**src/maint_msg_pkg.sv**
```systemverilog
// Package of field positions, codes and register map for the message codec.
package maint_msg_pkg;

   localparam int ADDR_W = 48;
   localparam int ASID_W = 16;
   localparam int APB_AW = 8;

   // First-part message field positions.
   localparam int LEAF_BIT = 4;
   localparam int STAGE_LO = 2;
   localparam int REGIME_LO = 10;
   localparam int ASID_LO_POS = 16;
   localparam int VMID_POS = 24;
   localparam int ASID_HI_POS = 32;

   typedef enum logic [1:0] {
      STAGE_REV7 = 2'b00,
      STAGE_S1 = 2'b01,
      STAGE_S2 = 2'b10,
      STAGE_RSVD = 2'b11
   } stage_t;

   typedef enum logic [1:0] {
      REGIME_HYP_GUEST = 2'b00,
      REGIME_EL3 = 2'b01,
      REGIME_GUEST = 2'b10,
      REGIME_HYP = 2'b11
   } regime_t;

   localparam logic [4:0] SNOOP_RESP_OK = 5'h00;
   localparam logic [4:0] SNOOP_RESP_UNSUPPORTED = 5'h02;

   // Register byte offsets.
   localparam logic [APB_AW-1:0] REG_CONFIG = 8'h00;
   localparam logic [APB_AW-1:0] REG_ISSUE_ASID = 8'h04;
   localparam logic [APB_AW-1:0] REG_ISSUE_CTRL = 8'h08;
   localparam logic [APB_AW-1:0] REG_ISSUE_ADDR_LO = 8'h0C;
   localparam logic [APB_AW-1:0] REG_ISSUE_ADDR_HI = 8'h10;
   localparam logic [APB_AW-1:0] REG_RX_ASID = 8'h14;
   localparam logic [APB_AW-1:0] REG_RX_STATUS = 8'h18;
   localparam logic [APB_AW-1:0] REG_RX_ADDR_LO = 8'h1C;
   localparam logic [APB_AW-1:0] REG_RX_ADDR_HI = 8'h20;

   // CONFIG fields.
   localparam int CFG_REV8 = 0;
   localparam int CFG_ASID16 = 1;
   localparam int CFG_EL3_64 = 2;
   localparam int CFG_VA_W_LO = 8;
   localparam int CFG_VA_W_W = 6;
   localparam logic [CFG_VA_W_W-1:0] VA_W_RESET = 6'h20;

   // ISSUE_CTRL fields.
   localparam int CTL_LEAF = 0;
   localparam int CTL_STAGE_LO = 1;
   localparam int CTL_REGIME_LO = 3;
   localparam int CTL_EL3_REQ = 5;

   // RX_STATUS fields.
   localparam int ST_LEAF_ONLY = 0;
   localparam int ST_STAGE_LO = 1;
   localparam int ST_REGIME_LO = 3;
   localparam int ST_IPA = 5;
   localparam int ST_UNSUP = 6;
   localparam int ST_VALID = 7;
   localparam int ST_RESP_LO = 8;

endpackage

```
**src/maint_msg_encode.sv**
```systemverilog
// Issuing path: builds the first-part message address from its fields.
`timescale 1ns/1ps
`default_nettype none
module maint_msg_encode
   import maint_msg_pkg::*;
(
   // Mode.
   input wire logic rev8_maintenance_messaging,
   input wire logic asid16,
   input wire logic el3_is_64bit,
   // Fields.
   input wire logic [maint_msg_pkg::ASID_W-1:0] asid,
   input wire logic [7:0] vmid,
   input wire logic leaf_only,
   input wire logic [1:0] stage,
   input wire logic [1:0] regime,
   input wire logic el3_request,
   // Encoded address.
   output logic [maint_msg_pkg::ADDR_W-1:0] first_addr
);
   always_comb begin
      first_addr = '0;
      first_addr[ASID_LO_POS +: 8] = asid[7:0];
      first_addr[VMID_POS +: 8] = vmid;
      if (rev8_maintenance_messaging) begin
         // An 8-bit issuer keeps the upper byte zero.
         if (asid16)
            first_addr[ASID_HI_POS +: 8] = asid[15:8];
         else
            first_addr[ASID_HI_POS +: 8] = 8'h00;
         first_addr[LEAF_BIT] = leaf_only;
         // The reserved stage code is never sent.
         if (stage != STAGE_RSVD)
            first_addr[STAGE_LO +: 2] = stage;
         if (el3_request && el3_is_64bit)
            first_addr[REGIME_LO +: 2] = REGIME_EL3;
         else if (el3_request)
            first_addr[REGIME_LO +: 2] = REGIME_GUEST;
         else if (regime != REGIME_EL3)
            first_addr[REGIME_LO +: 2] = regime;
         else
            first_addr[REGIME_LO +: 2] = REGIME_GUEST;
      end else begin
         // Older format: only non-EL3 regime codes, no extras.
         if (regime != REGIME_EL3)
            first_addr[REGIME_LO +: 2] = regime;
         else
            first_addr[REGIME_LO +: 2] = REGIME_GUEST;
      end
   end
endmodule
`default_nettype wire

```
**src/maint_msg_decode.sv**
```systemverilog
// Receiving path: decodes a first-part message into its fields.
`timescale 1ns/1ps
`default_nettype none
module maint_msg_decode
   import maint_msg_pkg::*;
(
   // Mode.
   input wire logic rev8_maintenance_messaging,
   input wire logic asid16,
   // Encoded address.
   input wire logic [maint_msg_pkg::ADDR_W-1:0] first_addr,
   // Fields.
   output logic [maint_msg_pkg::ASID_W-1:0] asid,
   output logic leaf_only,
   output logic [1:0] stage,
   output logic [1:0] regime,
   output logic stage2_ipa,
   output logic unsupported
);
   always_comb begin
      // An 8-bit receiver drops the upper byte; 16-bit takes it as sent.
      if (rev8_maintenance_messaging && asid16)
         asid = {first_addr[ASID_HI_POS +: 8],
                 first_addr[ASID_LO_POS +: 8]};
      else
         asid = {8'h00, first_addr[ASID_LO_POS +: 8]};
      leaf_only = rev8_maintenance_messaging && first_addr[LEAF_BIT];
      stage = first_addr[STAGE_LO +: 2];
      regime = first_addr[REGIME_LO +: 2];
      stage2_ipa = rev8_maintenance_messaging && stage == STAGE_S2;
      unsupported = 1'b0;
      if (!rev8_maintenance_messaging) begin
         if (stage != STAGE_REV7 || regime == REGIME_EL3 ||
               first_addr[LEAF_BIT])
            unsupported = 1'b1;
      end else if (stage == STAGE_RSVD) begin
         unsupported = 1'b1;
      end
   end
endmodule
`default_nettype wire

```
**src/maint_msg_codec.sv**
```systemverilog
// Top of the maintenance message codec with its APB register file.
//
// Operation
// - Version-8 support is a property, false unless software sets it.
// - Version-8 mode adds 16-bit ASID, leaf-only, stage-2 and EL3 regime.
// - Both ASID sizes accepted; message carries no ASID size flag.
// - An 8-bit ASID issuer sends the upper ASID byte as zero.
// - A 16-bit receiver reads 8-bit senders as upper byte zero.
// - An 8-bit receiver ignores the upper ASID byte and matches the lower.
// - Address bit 4 high permits invalidating the leaf entry only.
// - Address bit 4 low requires invalidating all levels.
// - Bits 3:2 select stage: 00 old, 01 stage 1, 10 stage 2, 11 reserved.
// - Stage-2 messages carry the intermediate address in physical layout.
// - Bits 11:10 select regime: all, EL3, guest, hypervisor.
// - EL3 code only for 64-bit EL3; otherwise the guest code.
// - Width handling applies separately to issue and receive paths.
// - Equal widths carry the address directly with no adaptation.
// - Wider physical width sizes the bus; physical operations pass as is.
// - Receiver drops virtual address bits beyond its supported width.
// - Wider virtual width needs a payload wide enough for it.
// - Upper ASID byte travels in first-part bits 39:32.
// - Response is unsupported code if action impossible, else zero.
//
// Register access over APB and the placing of the registers were decided locally.
`timescale 1ns/1ps
`default_nettype none
module maint_msg_codec
   import maint_msg_pkg::*;
(
   // Clock and reset.
   input wire logic clk_sys,
   input wire logic resetn,
   // APB slave.
   input wire logic psel,
   input wire logic penable,
   input wire logic pwrite,
   input wire logic [maint_msg_pkg::APB_AW-1:0] paddr,
   input wire logic [31:0] pwdata,
   output logic [31:0] prdata,
   output logic pready,
   output logic pslverr,
   // Issue path, first part of a message on the read-address channel.
   output logic [maint_msg_pkg::ADDR_W-1:0] issue_addr,
   // Receive path, first part of a message on the snoop-address channel.
   input wire logic snoop_valid,
   input wire logic [maint_msg_pkg::ADDR_W-1:0] snoop_addr,
   output logic snoop_ready,
   output logic snoop_resp_valid,
   output logic [4:0] snoop_resp,
   // Decoded invalidation request.
   output logic inval_valid,
   output logic [maint_msg_pkg::ASID_W-1:0] inval_asid,
   output logic inval_all_levels,
   output logic inval_stage2_ipa
);
   import maint_msg_pkg::*;

   logic rev8_message_support_property;
   logic cfg_asid16;
   logic cfg_el3_64;
   logic [CFG_VA_W_W-1:0] cfg_va_w;
   logic [ASID_W-1:0] iss_asid;
   logic [7:0] iss_vmid;
   logic iss_leaf;
   logic [1:0] iss_stage;
   logic [1:0] iss_regime;
   logic iss_el3;
   logic [ADDR_W-1:0] next_issue_addr;
   logic [ASID_W-1:0] dec_asid;
   logic dec_leaf;
   logic [1:0] dec_stage;
   logic [1:0] dec_regime;
   logic dec_ipa;
   logic dec_unsup;
   logic [ADDR_W-1:0] rx_addr;
   logic [ASID_W-1:0] rx_asid;
   logic rx_leaf;
   logic [1:0] rx_stage;
   logic [1:0] rx_regime;
   logic rx_ipa;
   logic rx_unsup;
   logic rx_valid;
   logic [ADDR_W-1:0] va_mask;
   logic wr_en;
   logic rd_en;
   logic addr_hit;

   // Mask of the address bits that this receiver supports.
   function automatic logic [ADDR_W-1:0] width_mask(
         input logic [CFG_VA_W_W-1:0] w);
      logic [ADDR_W-1:0] m;
      m = '0;
      for (int i = 0; i < ADDR_W; i++) begin
         if (i < int'(w))
            m[i] = 1'b1;
      end
      return m;
   endfunction

   // Snoop response code for a message that was or was not refused.
   function automatic logic [4:0] resp_code(input logic unsup);
      if (unsup)
         return SNOOP_RESP_UNSUPPORTED;
      else
         return SNOOP_RESP_OK;
   endfunction

   // Writes land at the access edge; reads load in the setup cycle.
   assign wr_en = psel && penable && pwrite;
   assign rd_en = psel && !pwrite;
   // Zero wait states: every access phase ends at its first edge.
   assign pready = 1'b1;
   assign pslverr = psel && penable && !addr_hit;
   // Every snoop message is taken in the cycle in which it is offered.
   assign snoop_ready = 1'b1;
   assign va_mask = width_mask(cfg_va_w);

   // Offsets that hold a register; any other answers with a slave error.
   always_comb begin
      unique case (paddr)
         REG_CONFIG, REG_ISSUE_ASID, REG_ISSUE_CTRL, REG_ISSUE_ADDR_LO,
         REG_ISSUE_ADDR_HI, REG_RX_ASID, REG_RX_STATUS, REG_RX_ADDR_LO,
         REG_RX_ADDR_HI: addr_hit = 1'b1;
         default: addr_hit = 1'b0;
      endcase
   end

   // Configuration: version-8 support is off until software enables it.
   always_ff @(posedge clk_sys) begin
      if (!resetn) begin
         rev8_message_support_property <= 1'b0;
         cfg_asid16 <= 1'b0;
         cfg_el3_64 <= 1'b0;
         cfg_va_w <= VA_W_RESET;
      end else if (wr_en && paddr == REG_CONFIG) begin
         rev8_message_support_property <= pwdata[CFG_REV8];
         cfg_asid16 <= pwdata[CFG_ASID16];
         cfg_el3_64 <= pwdata[CFG_EL3_64];
         cfg_va_w <= pwdata[CFG_VA_W_LO +: CFG_VA_W_W];
      end
   end

   // Issue ASID and VMID.
   always_ff @(posedge clk_sys) begin
      if (!resetn) begin
         iss_asid <= '0;
         iss_vmid <= '0;
      end else if (wr_en && paddr == REG_ISSUE_ASID) begin
         iss_asid <= pwdata[ASID_W-1:0];
         iss_vmid <= pwdata[ASID_W +: 8];
      end
   end

   // Issue control fields.
   always_ff @(posedge clk_sys) begin
      if (!resetn) begin
         iss_leaf <= 1'b0;
         iss_stage <= STAGE_REV7;
         iss_regime <= REGIME_HYP_GUEST;
         iss_el3 <= 1'b0;
      end else if (wr_en && paddr == REG_ISSUE_CTRL) begin
         iss_leaf <= pwdata[CTL_LEAF];
         iss_stage <= pwdata[CTL_STAGE_LO +: 2];
         iss_regime <= pwdata[CTL_REGIME_LO +: 2];
         iss_el3 <= pwdata[CTL_EL3_REQ];
      end
   end

   maint_msg_encode u_encode (
      .rev8_maintenance_messaging(rev8_message_support_property),
      .asid16(cfg_asid16),
      .el3_is_64bit(cfg_el3_64),
      .asid(iss_asid),
      .vmid(iss_vmid),
      .leaf_only(iss_leaf),
      .stage(iss_stage),
      .regime(iss_regime),
      .el3_request(iss_el3),
      .first_addr(next_issue_addr)
   );

   // The issue address drives the full bus width directly.
   always_ff @(posedge clk_sys) begin
      if (!resetn)
         issue_addr <= '0;
      else
         issue_addr <= next_issue_addr;
   end

   // Receive decode; its outputs count only while snoop_valid is high.
   maint_msg_decode u_decode (
      .rev8_maintenance_messaging(rev8_message_support_property),
      .asid16(cfg_asid16),
      .first_addr(snoop_addr),
      .asid(dec_asid),
      .leaf_only(dec_leaf),
      .stage(dec_stage),
      .regime(dec_regime),
      .stage2_ipa(dec_ipa),
      .unsupported(dec_unsup)
   );

   // Captured receive message; unsupported bits are discarded.
   // A refused message is still recorded so software can see why.
   always_ff @(posedge clk_sys) begin
      if (!resetn) begin
         rx_addr <= '0;
         rx_asid <= '0;
         rx_leaf <= 1'b0;
         rx_stage <= STAGE_REV7;
         rx_regime <= REGIME_HYP_GUEST;
         rx_ipa <= 1'b0;
         rx_unsup <= 1'b0;
         rx_valid <= 1'b0;
      end else if (snoop_valid) begin
         // Stage-2 carries an intermediate address kept at full width.
         if (dec_ipa)
            rx_addr <= snoop_addr;
         else
            rx_addr <= snoop_addr & va_mask;
         rx_asid <= dec_asid;
         rx_leaf <= dec_leaf;
         rx_stage <= dec_stage;
         rx_regime <= dec_regime;
         rx_ipa <= dec_ipa;
         rx_unsup <= dec_unsup;
         rx_valid <= 1'b1;
      end
   end

   // Snoop response, one cycle after the message.
   always_ff @(posedge clk_sys) begin
      if (!resetn) begin
         snoop_resp_valid <= 1'b0;
         snoop_resp <= SNOOP_RESP_OK;
      end else begin
         snoop_resp_valid <= snoop_valid;
         if (snoop_valid)
            snoop_resp <= resp_code(dec_unsup);
      end
   end

   // Invalidation request, one cycle after a supported message.
   // A refused message must not start even a partial invalidation.
   always_ff @(posedge clk_sys) begin
      if (!resetn) begin
         inval_valid <= 1'b0;
         inval_asid <= '0;
         inval_all_levels <= 1'b1;
         inval_stage2_ipa <= 1'b0;
      end else begin
         inval_valid <= snoop_valid && !dec_unsup;
         if (snoop_valid) begin
            inval_asid <= dec_asid;
            inval_all_levels <= !dec_leaf;
            inval_stage2_ipa <= dec_ipa;
         end
      end
   end

   // Read data register. It loads in the setup cycle, so the data stand
   // through the whole access phase and until the next read setup.
   // Fields that a register does not use read as zero.
   always_ff @(posedge clk_sys) begin
      if (!resetn) begin
         prdata <= 32'h0000_0000;
      end else if (rd_en && !penable) begin
         prdata <= 32'h0000_0000;
         unique case (paddr)
            REG_CONFIG: begin
               prdata[CFG_REV8] <= rev8_message_support_property;
               prdata[CFG_ASID16] <= cfg_asid16;
               prdata[CFG_EL3_64] <= cfg_el3_64;
               prdata[CFG_VA_W_LO +: CFG_VA_W_W] <= cfg_va_w;
            end
            REG_ISSUE_ASID: begin
               prdata[ASID_W-1:0] <= iss_asid;
               prdata[ASID_W +: 8] <= iss_vmid;
            end
            REG_ISSUE_CTRL: begin
               prdata[CTL_LEAF] <= iss_leaf;
               prdata[CTL_STAGE_LO +: 2] <= iss_stage;
               prdata[CTL_REGIME_LO +: 2] <= iss_regime;
               prdata[CTL_EL3_REQ] <= iss_el3;
            end
            REG_ISSUE_ADDR_LO: prdata <= issue_addr[31:0];
            REG_ISSUE_ADDR_HI: prdata[ADDR_W-33:0] <= issue_addr[ADDR_W-1:32];
            REG_RX_ASID: prdata[ASID_W-1:0] <= rx_asid;
            REG_RX_STATUS: begin
               prdata[ST_LEAF_ONLY] <= rx_leaf;
               prdata[ST_STAGE_LO +: 2] <= rx_stage;
               prdata[ST_REGIME_LO +: 2] <= rx_regime;
               prdata[ST_IPA] <= rx_ipa;
               prdata[ST_UNSUP] <= rx_unsup;
               prdata[ST_VALID] <= rx_valid;
               prdata[ST_RESP_LO +: 5] <= resp_code(rx_unsup);
            end
            REG_RX_ADDR_LO: prdata <= rx_addr[31:0];
            REG_RX_ADDR_HI: prdata[ADDR_W-33:0] <= rx_addr[ADDR_W-1:32];
            default: prdata <= 32'h0000_0000;
         endcase
      end
   end

endmodule
`default_nettype wire

```
**config.mk**
```make
export PLATFORM = sky130hd
export DESIGN_NAME = maint_msg_codec
export DESIGN_NICKNAME = d
export VERILOG_FILES = /design/src/maint_msg_pkg.sv /design/src/maint_msg_encode.sv /design/src/maint_msg_decode.sv /design/src/maint_msg_codec.sv
export SDC_FILE = /design/constraint.sdc
export NUM_CORES = 1
export LEC_CHECK = 0
export ABC_AREA = 1
export BUFFER_PORTS_ARGS = -buffer_cell sky130_fd_sc_hd__buf_2
export CORE_ASPECT_RATIO = 1.75
export CORE_MARGIN = 2
export CORE_UTILIZATION = 50
export DETAILED_ROUTE_END_ITERATION = 10
export PLACE_DENSITY = 0.85
export REMOVE_ABC_BUFFERS = 1
export SLEW_MARGIN = 15
export SYNTH_ARGS = -nofsm -noshare
export SYNTH_HDL_FRONTEND = slang
export SYNTH_SLANG_ARGS = --single-unit
```
**constraint.sdc**
```tcl
create_clock -name clk_sys -period 2.2 [get_ports clk_sys]
set_input_delay 0.44 -clock clk_sys [delete_from_list [all_inputs] [get_ports clk_sys]]
set_output_delay 0.44 -clock clk_sys [all_outputs]
set_load 0.005 [all_outputs]
```
Yosys cells after proc, flatten, opt, wreduce, memory -nomap -nowiden
Cells that the tools add are included.

Bits in read-only memories: 0. Register bits after elaboration: 199. Latch bits: 0. Bits in writable memories: 0. Bits of input ports: 94. Memories: 0. Word-level logic and storage cells: 184.

Multiply operators: 0. Equality and inequality tests: 13. Mux-type cells: 68. Add/subtract/negate cells: 0. Magnitude comparators: 48. Divide/modulo/power cells: 0. Reductions and logical operators: 26. Shift operators: 0. Bitwise operators: 1.

Operator list (count): 5-bit by 6-bit < comparator with 1-bit output (first input constant) (16); 6-bit < comparator (first input constant) (16); 1-bit 2-to-1 mux (52); 48-bit bitwise AND (1); 4-bit by 6-bit < comparator with 1-bit output (first input constant) (8); 48-bit 2-to-1 mux (1); 5-bit one-hot mux with 8 select lines (1); 8-bit by 5-bit equality test with 1-bit output (second input constant) (4); 3-bit one-hot mux with 9 select lines (1); 3-bit by 6-bit < comparator with 1-bit output (first input constant) (4); 3-bit one-hot mux with 8 select lines (1); 8-bit one-hot mux with 3 select lines (1); 8-bit by 4-bit equality test with 1-bit output (second input constant) (2); 16-bit 2-to-1 mux (1); 8-bit one-hot mux with 2 select lines (1); 2-bit one-hot mux with 7 select lines (1); 1-bit logical AND (13); 1-bit by 6-bit < comparator with 1-bit output (first input constant) (2); 2-bit by 6-bit < comparator with 1-bit output (first input constant) (2); 2-bit 2-to-1 mux (6); 2-bit one-hot mux with 6 select lines (1); 9-bit OR reduction (1); 8-bit by 3-bit equality test with 1-bit output (second input constant) (1); 8-bit by 6-bit equality test with 1-bit output (second input constant) (1); 11 further kinds (18).

Depth between registers and ports, before layout
Gate-level depths: netlist of the first run.

Word-level depth: 7. Depth in mapped cells: 11.

By module
A second synthesis of the first run with hierarchy kept.

Cells, all modules: 1229. Area total of the unflattened synthesis: 8754.6 um^2.

By module, submodules not included: maint_msg_codec (area an instance 8162.8 um^2, cells each 1120, times used 1); maint_msg_encode (area an instance 385.4 um^2, cells each 67, times used 1); maint_msg_decode (area an instance 206.4 um^2, cells each 42, times used 1).

Worst setup path before layout of the first run
No wires, ideal clock.

Kind: input to output. Start point: in paddr[0] in the netlist's numbering. End point: out pslverr. Path slack: 482 ps. Arrival time: 1278 ps. Stages: 7. Path buffers: 1. Cells stage by stage: inv_1 -> nand2_2 -> nor2_8 -> nand2_4 -> inv_2 -> buf_4 -> nor4_1.

Longest elaborated chain between the ends: 5. Elaborated cells between the ends (all ways): 13.

Ends and longest elaborated chain: start, declared (RTL line maint_msg_codec.sv:37) `input wire logic [maint_msg_pkg::APB_AW-1:0] paddr,`; 8-bit by 3-bit equality test with 1-bit output (tied with other cells) (RTL line maint_msg_codec.sv:120) `unique case (paddr)`; 9-bit OR reduction (*) (RTL line maint_msg_codec.sv:120); 1-bit 2-to-1 mux (*) (RTL line maint_msg_codec.sv:120); 1-bit logical NOT (*) (RTL line maint_msg_codec.sv:113) `assign pslverr = psel && penable && !addr_hit;`; 1-bit logical AND (*) (RTL line maint_msg_codec.sv:113); end, declared (RTL line maint_msg_codec.sv:41) `output logic pslverr,`.

Mark *: on every way between the ends. The rest lies on a longest branch, timed or not.

Worst setup path in the final report of the first run
Ends and elaborated chain as after synthesis.

==> results of run 1 <==
-- power by group through the flow --
stage	combinational, W	clock (W)	sequential [W]
finish	0.000432	0.00318	0.00326
detailed placement	0.000420	0	0.00333
global route	0.000465	0.00331	0.00326
CTS	0.000422	0.00318	0.00326
floorplan	0.000166	0	0.00333
global placement	0.000415	0	0.00333
-- logic make-up (layout without fill, tap and decap cells) --
family | count (synthesis) | in the layout | synth area share
DFF | 175 | 175 | 0.4546
other | 2 | 25 | 0.0009745
buffers and inverters | 206 | 365 | 0.1278
and+or+nand+nor | 435 | 435 | 0.2437
AOI/OAI and AO/OA | 231 | 231 | 0.1729
-- tightest hold or removal path, stage by stage --
cell and delay, ps:
buf_2 80, nor2_1 30, nor2_1 80
-- cell usage after synthesis, types with 4 or more instances --
master       n
a21oi_2      5
buf_4       32
o221ai_1     7
nor2_1     106
o21ai_2      5
nand2_2      9
nand3_1     90
nand2_1    201
buf_6        9
o21ai_0    102
buf_1        6
o21ai_1     13
dfxtp_1    175
inv_1      112
buf_2       17
a21oi_1     51
o22ai_1     22
o2111ai_1    6
nor2_4       4
nor3_1       7
inv_2       13
clkbuf_1    16
nand4_1      8
nor2_2       4
o211ai_1     4
-- worst paths after layout --
path	endpoint	slack, ps	depth (start not counted)
min reg2reg	issue_addr[17]$_SDFF_PN0_	430	2
min	iss_vmid[6]$_SDFFE_PN0P_	230	3
max	pslverr	270	8
max reg2reg	rx_addr[13]$_SDFFE_PN0P_	440	6
-- registers in the layout, indices dropped and copies added, names as in the netlist, 2 cells and up --
name / count
rx_addr: 48
prdata: 32
issue_addr: 29
inval_asid: 16
iss_asid: 16
iss_vmid: 8
cfg_va_w: 6
iss_regime: 2
iss_stage: 2
rx_regime: 2
rx_stage: 2
-- through the flow --
| step | hold WS, ps | util | instances |
|---|---|---|---|
| after floorplan | 399.1 | - | 992 |
| after global placement | 408.8 | 0.5688 | 1385 |
| after detailed placement | 413.9 | 0.5688 | 1385 |
| after CTS | 223.1 | 0.6089 | 1417 |
| after global routing | 232.5 | 0.6089 | 1417 |
| final | 232.9 | 0.6089 | 1417 |
-- final cells by class --
class	count	share of cell area
Sequential cell	175	0.3776
Multi-Input combinational cell	691	0.3568
Timing Repair Buffer	207	0.1235
Inverter	126	0.05124
Clock buffer	20	0.04706
Tap cell	186	0.02508
Clock inverter	12	0.01874
-- metal layers --
| metal | GRT usage | up-vias | wire (µm) |
|---|---|---|---|
| met3 | 0.04400 | 129 | 1974 |
| li1 | - | 3727 | - |
| met1 | 0.3600 | 3619 | 9536 |
| met2 | 0.5560 | 481 | 13270 |
| met4 | 0.2289 | 0 | 2062 |
| met5 | 0 | - | 0 |
==> results.md, run 1 <==
* Vias/cell at 5.615
* Commonest non-fill, non-tap cell in the layout: nand2_1
* Largest net degree at the start of global routing at 67
* Clk Latency, worst-skew pair at 430 ps
* Synth area leaders: dfxtp_1 45%, nand2_1 9.8%, o21ai_0 6.6%, nand3_1 5.8%, inv_1 5.5%
* Internal power at 0.005209 W
* # DRC at 0
* Layout net count at 1312
* Slew Viols, Final at 0
* Setup_tns at 0 ps
* Synth area leader: dfxtp_1
* Avg Cell Area, Syn at 7.346 µm²
* Crit-path max FO at 10
* Final instance area at 9279 µm²
* Die Y at 168.2 µm
* Worst slack at placement at 180.1 ps
* CTS tree: yes
* Clock power frac at 0.463
* Worst Path Required at 1760 ps
* Postcts setup bufs at 0
* Tot GR Track Use at 0.3222
* Part of the power in combinational logic at 0.063
* Unrepaired setup endpoints after global routing: false
* Area grow syn2layout at 20.41%
* Worst Setup Path Type: input port to output pin
* Worst Tran Pin Value at 686.5 ps
* Vias post-DR at 7956
* Pwr Total at 0.006873 W
* Post-Syn Instances at 1049
* Area after DPL at 8668 µm²
* Top-area cell type share of the netlist area at 0.4546
* Critical Path AT at 1490 ps
* Worst hold start: pwdata[22]
* GR Overflow Total at 0
* Post-CTS sizing at 0
* Diodes inserted at 0
* I/O Pins at 202
* Hold Buf Count CTS at 0
* Routability cong. at 1.010
* Post-Syn Area at 7706 µm²
* Yosys cell types at 42
* PortBufs at 168
* Top FF cell, synth: dfxtp_1
* # setup viols final at 0
* Rows at 60
* Worst r2r src: cfg_va_w[5]$_SDFFE_PN1P_
* Dpl hpwl at 19880 µm
* Die area at 16460 µm²
* Peak supply drop at 0.0004662 V
* Core area at 15240 µm²
* First-pass GRT wire length at 41130 µm
* WP buf/inv at 4
* Worst path cell trace: buf_2 > inv_1 > nand2_2 > nor2_8 > nand2_4 > inv_2 > nor4_1 > buf_2
* Yosys warning total at 0
* DR WL/cell at 18.94 µm
* Hold Fails Final Rpt at 0
* Cell mode on critical path: buf_2
* Status: finished clean
* Clock tree root driver cell: clkbuf_16
* Crit-path leading delay family: simple AND/OR/NAND/NOR gates
* Final Cycle Share at 0.8754
* FF+latch area at 3503 µm²
* PnR worst setup slack at 274.1 ps
* Initial antenna violation count at 0
* Post-DRT Antenna Nets at 0
* Max_cap viols at 0
* Iter 0 DRT Violations at 781
* Initial Util at 0.5057
* Die width at 97.85 µm
* Vias in the first global route at 7616
* CP endpoint kind: output pin
* Multi-input combinational cell area at 3311 µm²
* Worst setup SP type: input port
* CTS Buffer Depth at 2
* CTS clk-pin slew, worst paths at 70 ps
* CTS H-tree depth at 4
* Register area share after synthesis at 0.4546
* Crit path max-delay cell type: nor4_1
* DR pass1 iterations at 8
* Highest cell delay on the worst timing path at 270 ps
* Clk sink count at 175
* Synthesis-stage register bit count at 175
* EDFF count, synth at 0
* CTS buffer count at 17
* Clock skew at 10.65 ps
* PwrDens at 740.7 nW/µm²
* Layout cell share with drive strength beyond 1 at 0.2291
* Worst rel slew slack at 0.5416
* Commonest non-fill, non-tap cells in the layout: 201 x nand2_1, 175 x dfxtp_1, 168 x buf_2, 112 x inv_1, 106 x nor2_1
* Routed WL at 26840 µm
* Sw Ratio at 0.2422
* Sequential share of power at 0.474
* Hold WC Path Type: input port to flip-flop
* Crit path time final at 1926 ps
* Asr flop ratio synth at 0
* Sw power at 0.001665 W
* Leakage at 4.328 nW
* Beginning of the critical path: paddr[0]
* Fillers at 1351
* Fmax achieved at 519.2 MHz
Note: power is estimated with default switching activity, not from simulation.
==> run 2: changes to the inputs <==
--- a/config.mk
+++ b/config.mk
@@ -13,6 +13,7 @@
 export DETAILED_ROUTE_END_ITERATION = 10
 export PLACE_DENSITY = 0.85
 export REMOVE_ABC_BUFFERS = 1
+export SETUP_SLACK_MARGIN = 0.4
 export SLEW_MARGIN = 15
 export SYNTH_ARGS = -nofsm -noshare
 export SYNTH_HDL_FRONTEND = slang
==> results.md, run 2 (synthesis gave the netlist of run 1 again) <==
* # DRC at 0
* Commonest non-fill, non-tap cells in the layout: 201 x nand2_1, 175 x dfxtp_1, 166 x buf_2, 112 x inv_1, 105 x nor2_1
* CP endpoint kind: output pin
* Dpl hpwl at 19880 µm
* Initial antenna violation count at 0
* Unrepaired setup endpoints after global routing: true
* Fillers at 1335
* CTS buffer count at 17
* RR Endpoint: rx_addr[25]$_SDFFE_PN0P_
* Met1 Use GR at 0.3619
* Crit-path leading delay family: simple AND/OR/NAND/NOR gates
* Top flop regs: rx_addr x48, prdata x32, issue_addr x29
* Commonest non-fill, non-tap cell in the layout: nand2_1
* Worst Path Required at 1760 ps
* Largest register FFs at 48
* Met3 usage at 0.05064
* Final cell count without fillers at 1424
* Tot GR Track Use at 0.3237
* Crit path time final at 1778 ps
* Die area at 16460 µm²
* Fmax achieved at 562.5 MHz
* R2R setup slack at 570 ps
* Beginning of the critical path: paddr[0]
* Worst rel slew slack at 0.5489
* Worst path cell trace: buf_2 > inv_1 > nand2_4 > nor2_8 > nand2_2 > nand4_1 > nor4_2 > buf_2
* Slew Viols, Final at 0
* Die Y at 168.2 µm
* PortBufs at 168
* Layout Utilization at 0.6149
* Critical Path AT at 1340 ps
* Hold Fails Final Rpt at 0
* Post-DRT Antenna Nets at 0
* Largest net degree at the start of global routing at 67
* Cell mode on critical path: buf_2
* Layout net count at 1319
* Hold WC Path Type: input port to flip-flop
* Layout cell share with drive strength beyond 1 at 0.2359
* First-pass GRT wire length at 41290 µm
* CTS clk-pin slew, worst paths at 70 ps
* Worst Tran Pin Value at 675.6 ps
* Vias post-DR at 7968
* Clock tree root driver cell: clkbuf_16
* Iter 0 DRT Violations at 585
* Highest cell delay on the worst timing path at 220 ps
* Worst Setup Path Type: input port to output pin
* Met2 Use GR at 0.5548
* End point of the worst hold path: inval_asid[3]$_SDFFE_PN0P_
* Die width at 97.85 µm
* WP buf/inv at 3
* Crit path max-delay cell type: nor2_8
* Core area at 15240 µm²
* Rows at 60
* Vias in the first global route at 7656
* Worst r2r src: cfg_va_w[5]$_SDFFE_PN1P_
* Diodes inserted at 0
* CTS H-tree depth at 4
* R2r worst-path depth at 8
* Status: finished clean
* Clk Latency, worst-skew pair at 430 ps
* Worst setup SP type: input port
* DR pass1 iterations at 5
* Crit-path max FO at 10
* Inst Count DP at 1385
* CTS Buffer Depth at 2
* DR WL/cell at 18.98 µm
* Top reg by flops: rx_addr
* Hold Crit Depth at 3
* Vias/cell at 5.596
* Peak supply drop at 0.0004675 V
* Leakage at 4.384 nW
* Area grow syn2layout at 21.61%
* Routability cong. at 1.010
* Peak-usage layer in the global routing report: met2
* Max_cap viols at 0
* Routed WL at 27030 µm
* I/O Pins at 202
* Clk sink count at 175
* # setup viols final at 0
* Clock skew at 9.583 ps
* Initial Util at 0.5057
* PwrDens at 735.3 nW/µm²
* CTS tree: yes
* GR Overflow Total at 0
* Final Cycle Share at 0.8081
* Worst hold start: snoop_addr[19]
[run 2: cell types whose count changed in the layout (fill, tap and decap cells not counted), sizes merged]
cell	previous run	this run
buf	207	214
[run 2: per-layer routing]
metal | vias up | part of all wire
met4 | 0 | 0.080
met2 | 462 | 0.49
met1 | 3644 | 0.36
met3 | 127 | 0.071
met5 | - | 0
li1 | 3735 | -
[run 2: repair_timing]
action / 4_1_cts / 5_1_grt
endpoints found under the hold margin: 0 / 0
pin swaps: 6 / 1
gates resized for setup: 7 / 3
buffers inserted: 6 / 1
setup endpoints to repair: 1 / 2
hold buffers: 0 / 0
[run 2: how the worst max path moves through the flow]
stage	slack [ps]	depth (start not counted)	to
after detailed placement	180	9	iss_asid[0]$_SDFFE_PN0P_
after global routing	370	8	pslverr
after CTS	400	8	pslverr
after global placement	250	9	prdata[8]$_SDFFE_PN0P_
final	420	8	pslverr
after floorplan	-220	4	prdata[7]$_SDFFE_PN0P_
[run 2: layout make-up]
type | count | area, µm² | share of cell area
Multi-Input combinational cell | 691 | 3341 | 0.3565
Sequential cell | 175 | 3503 | 0.3738
Clock inverter | 12 | 173.9 | 0.01856
Clock buffer | 20 | 436.7 | 0.04660
Tap cell | 186 | 232.7 | 0.02483
Timing Repair Buffer | 214 | 1204 | 0.1284
Inverter | 126 | 480.5 | 0.05127
[run 2: tightest hold or removal path, delay by kind of cell]
| family | cells | cell delay [ps] |
|---|---|---|
| buf+inv | 1 | 100 |
| simple gates | 2 | 90 |
[run 2: power breakdown]
group	internal (W)	leakage [nW]	switching, W
Clock	0.00183	0.298	0.00136
Sequential	0.00323	1.42	0.0000304
Combinational	0.000158	2.67	0.000284
Total	0.00521	4.38	0.00168
[run 2: per-stage QoR]
| stage | total power, W | area [µm²] | hold slack, ps | setup TNS, ps | worst slack (ps) |
|---|---|---|---|---|---|
| after floorplan | 0.003494 | 7283 | 399.1 | -3789 | -217.8 |
| after global routing | 0.007044 | 9371 | 230.6 | 0 | 367.9 |
| after CTS | 0.006871 | 9348 | 223.1 | 0 | 403.9 |
| after detailed placement | 0.003750 | 8668 | 413.9 | 0 | 180.1 |
| final | 0.006890 | 9371 | 227.5 | 0 | 422.3 |
| after global placement | 0.003745 | 8668 | 408.8 | 0 | 249.6 |
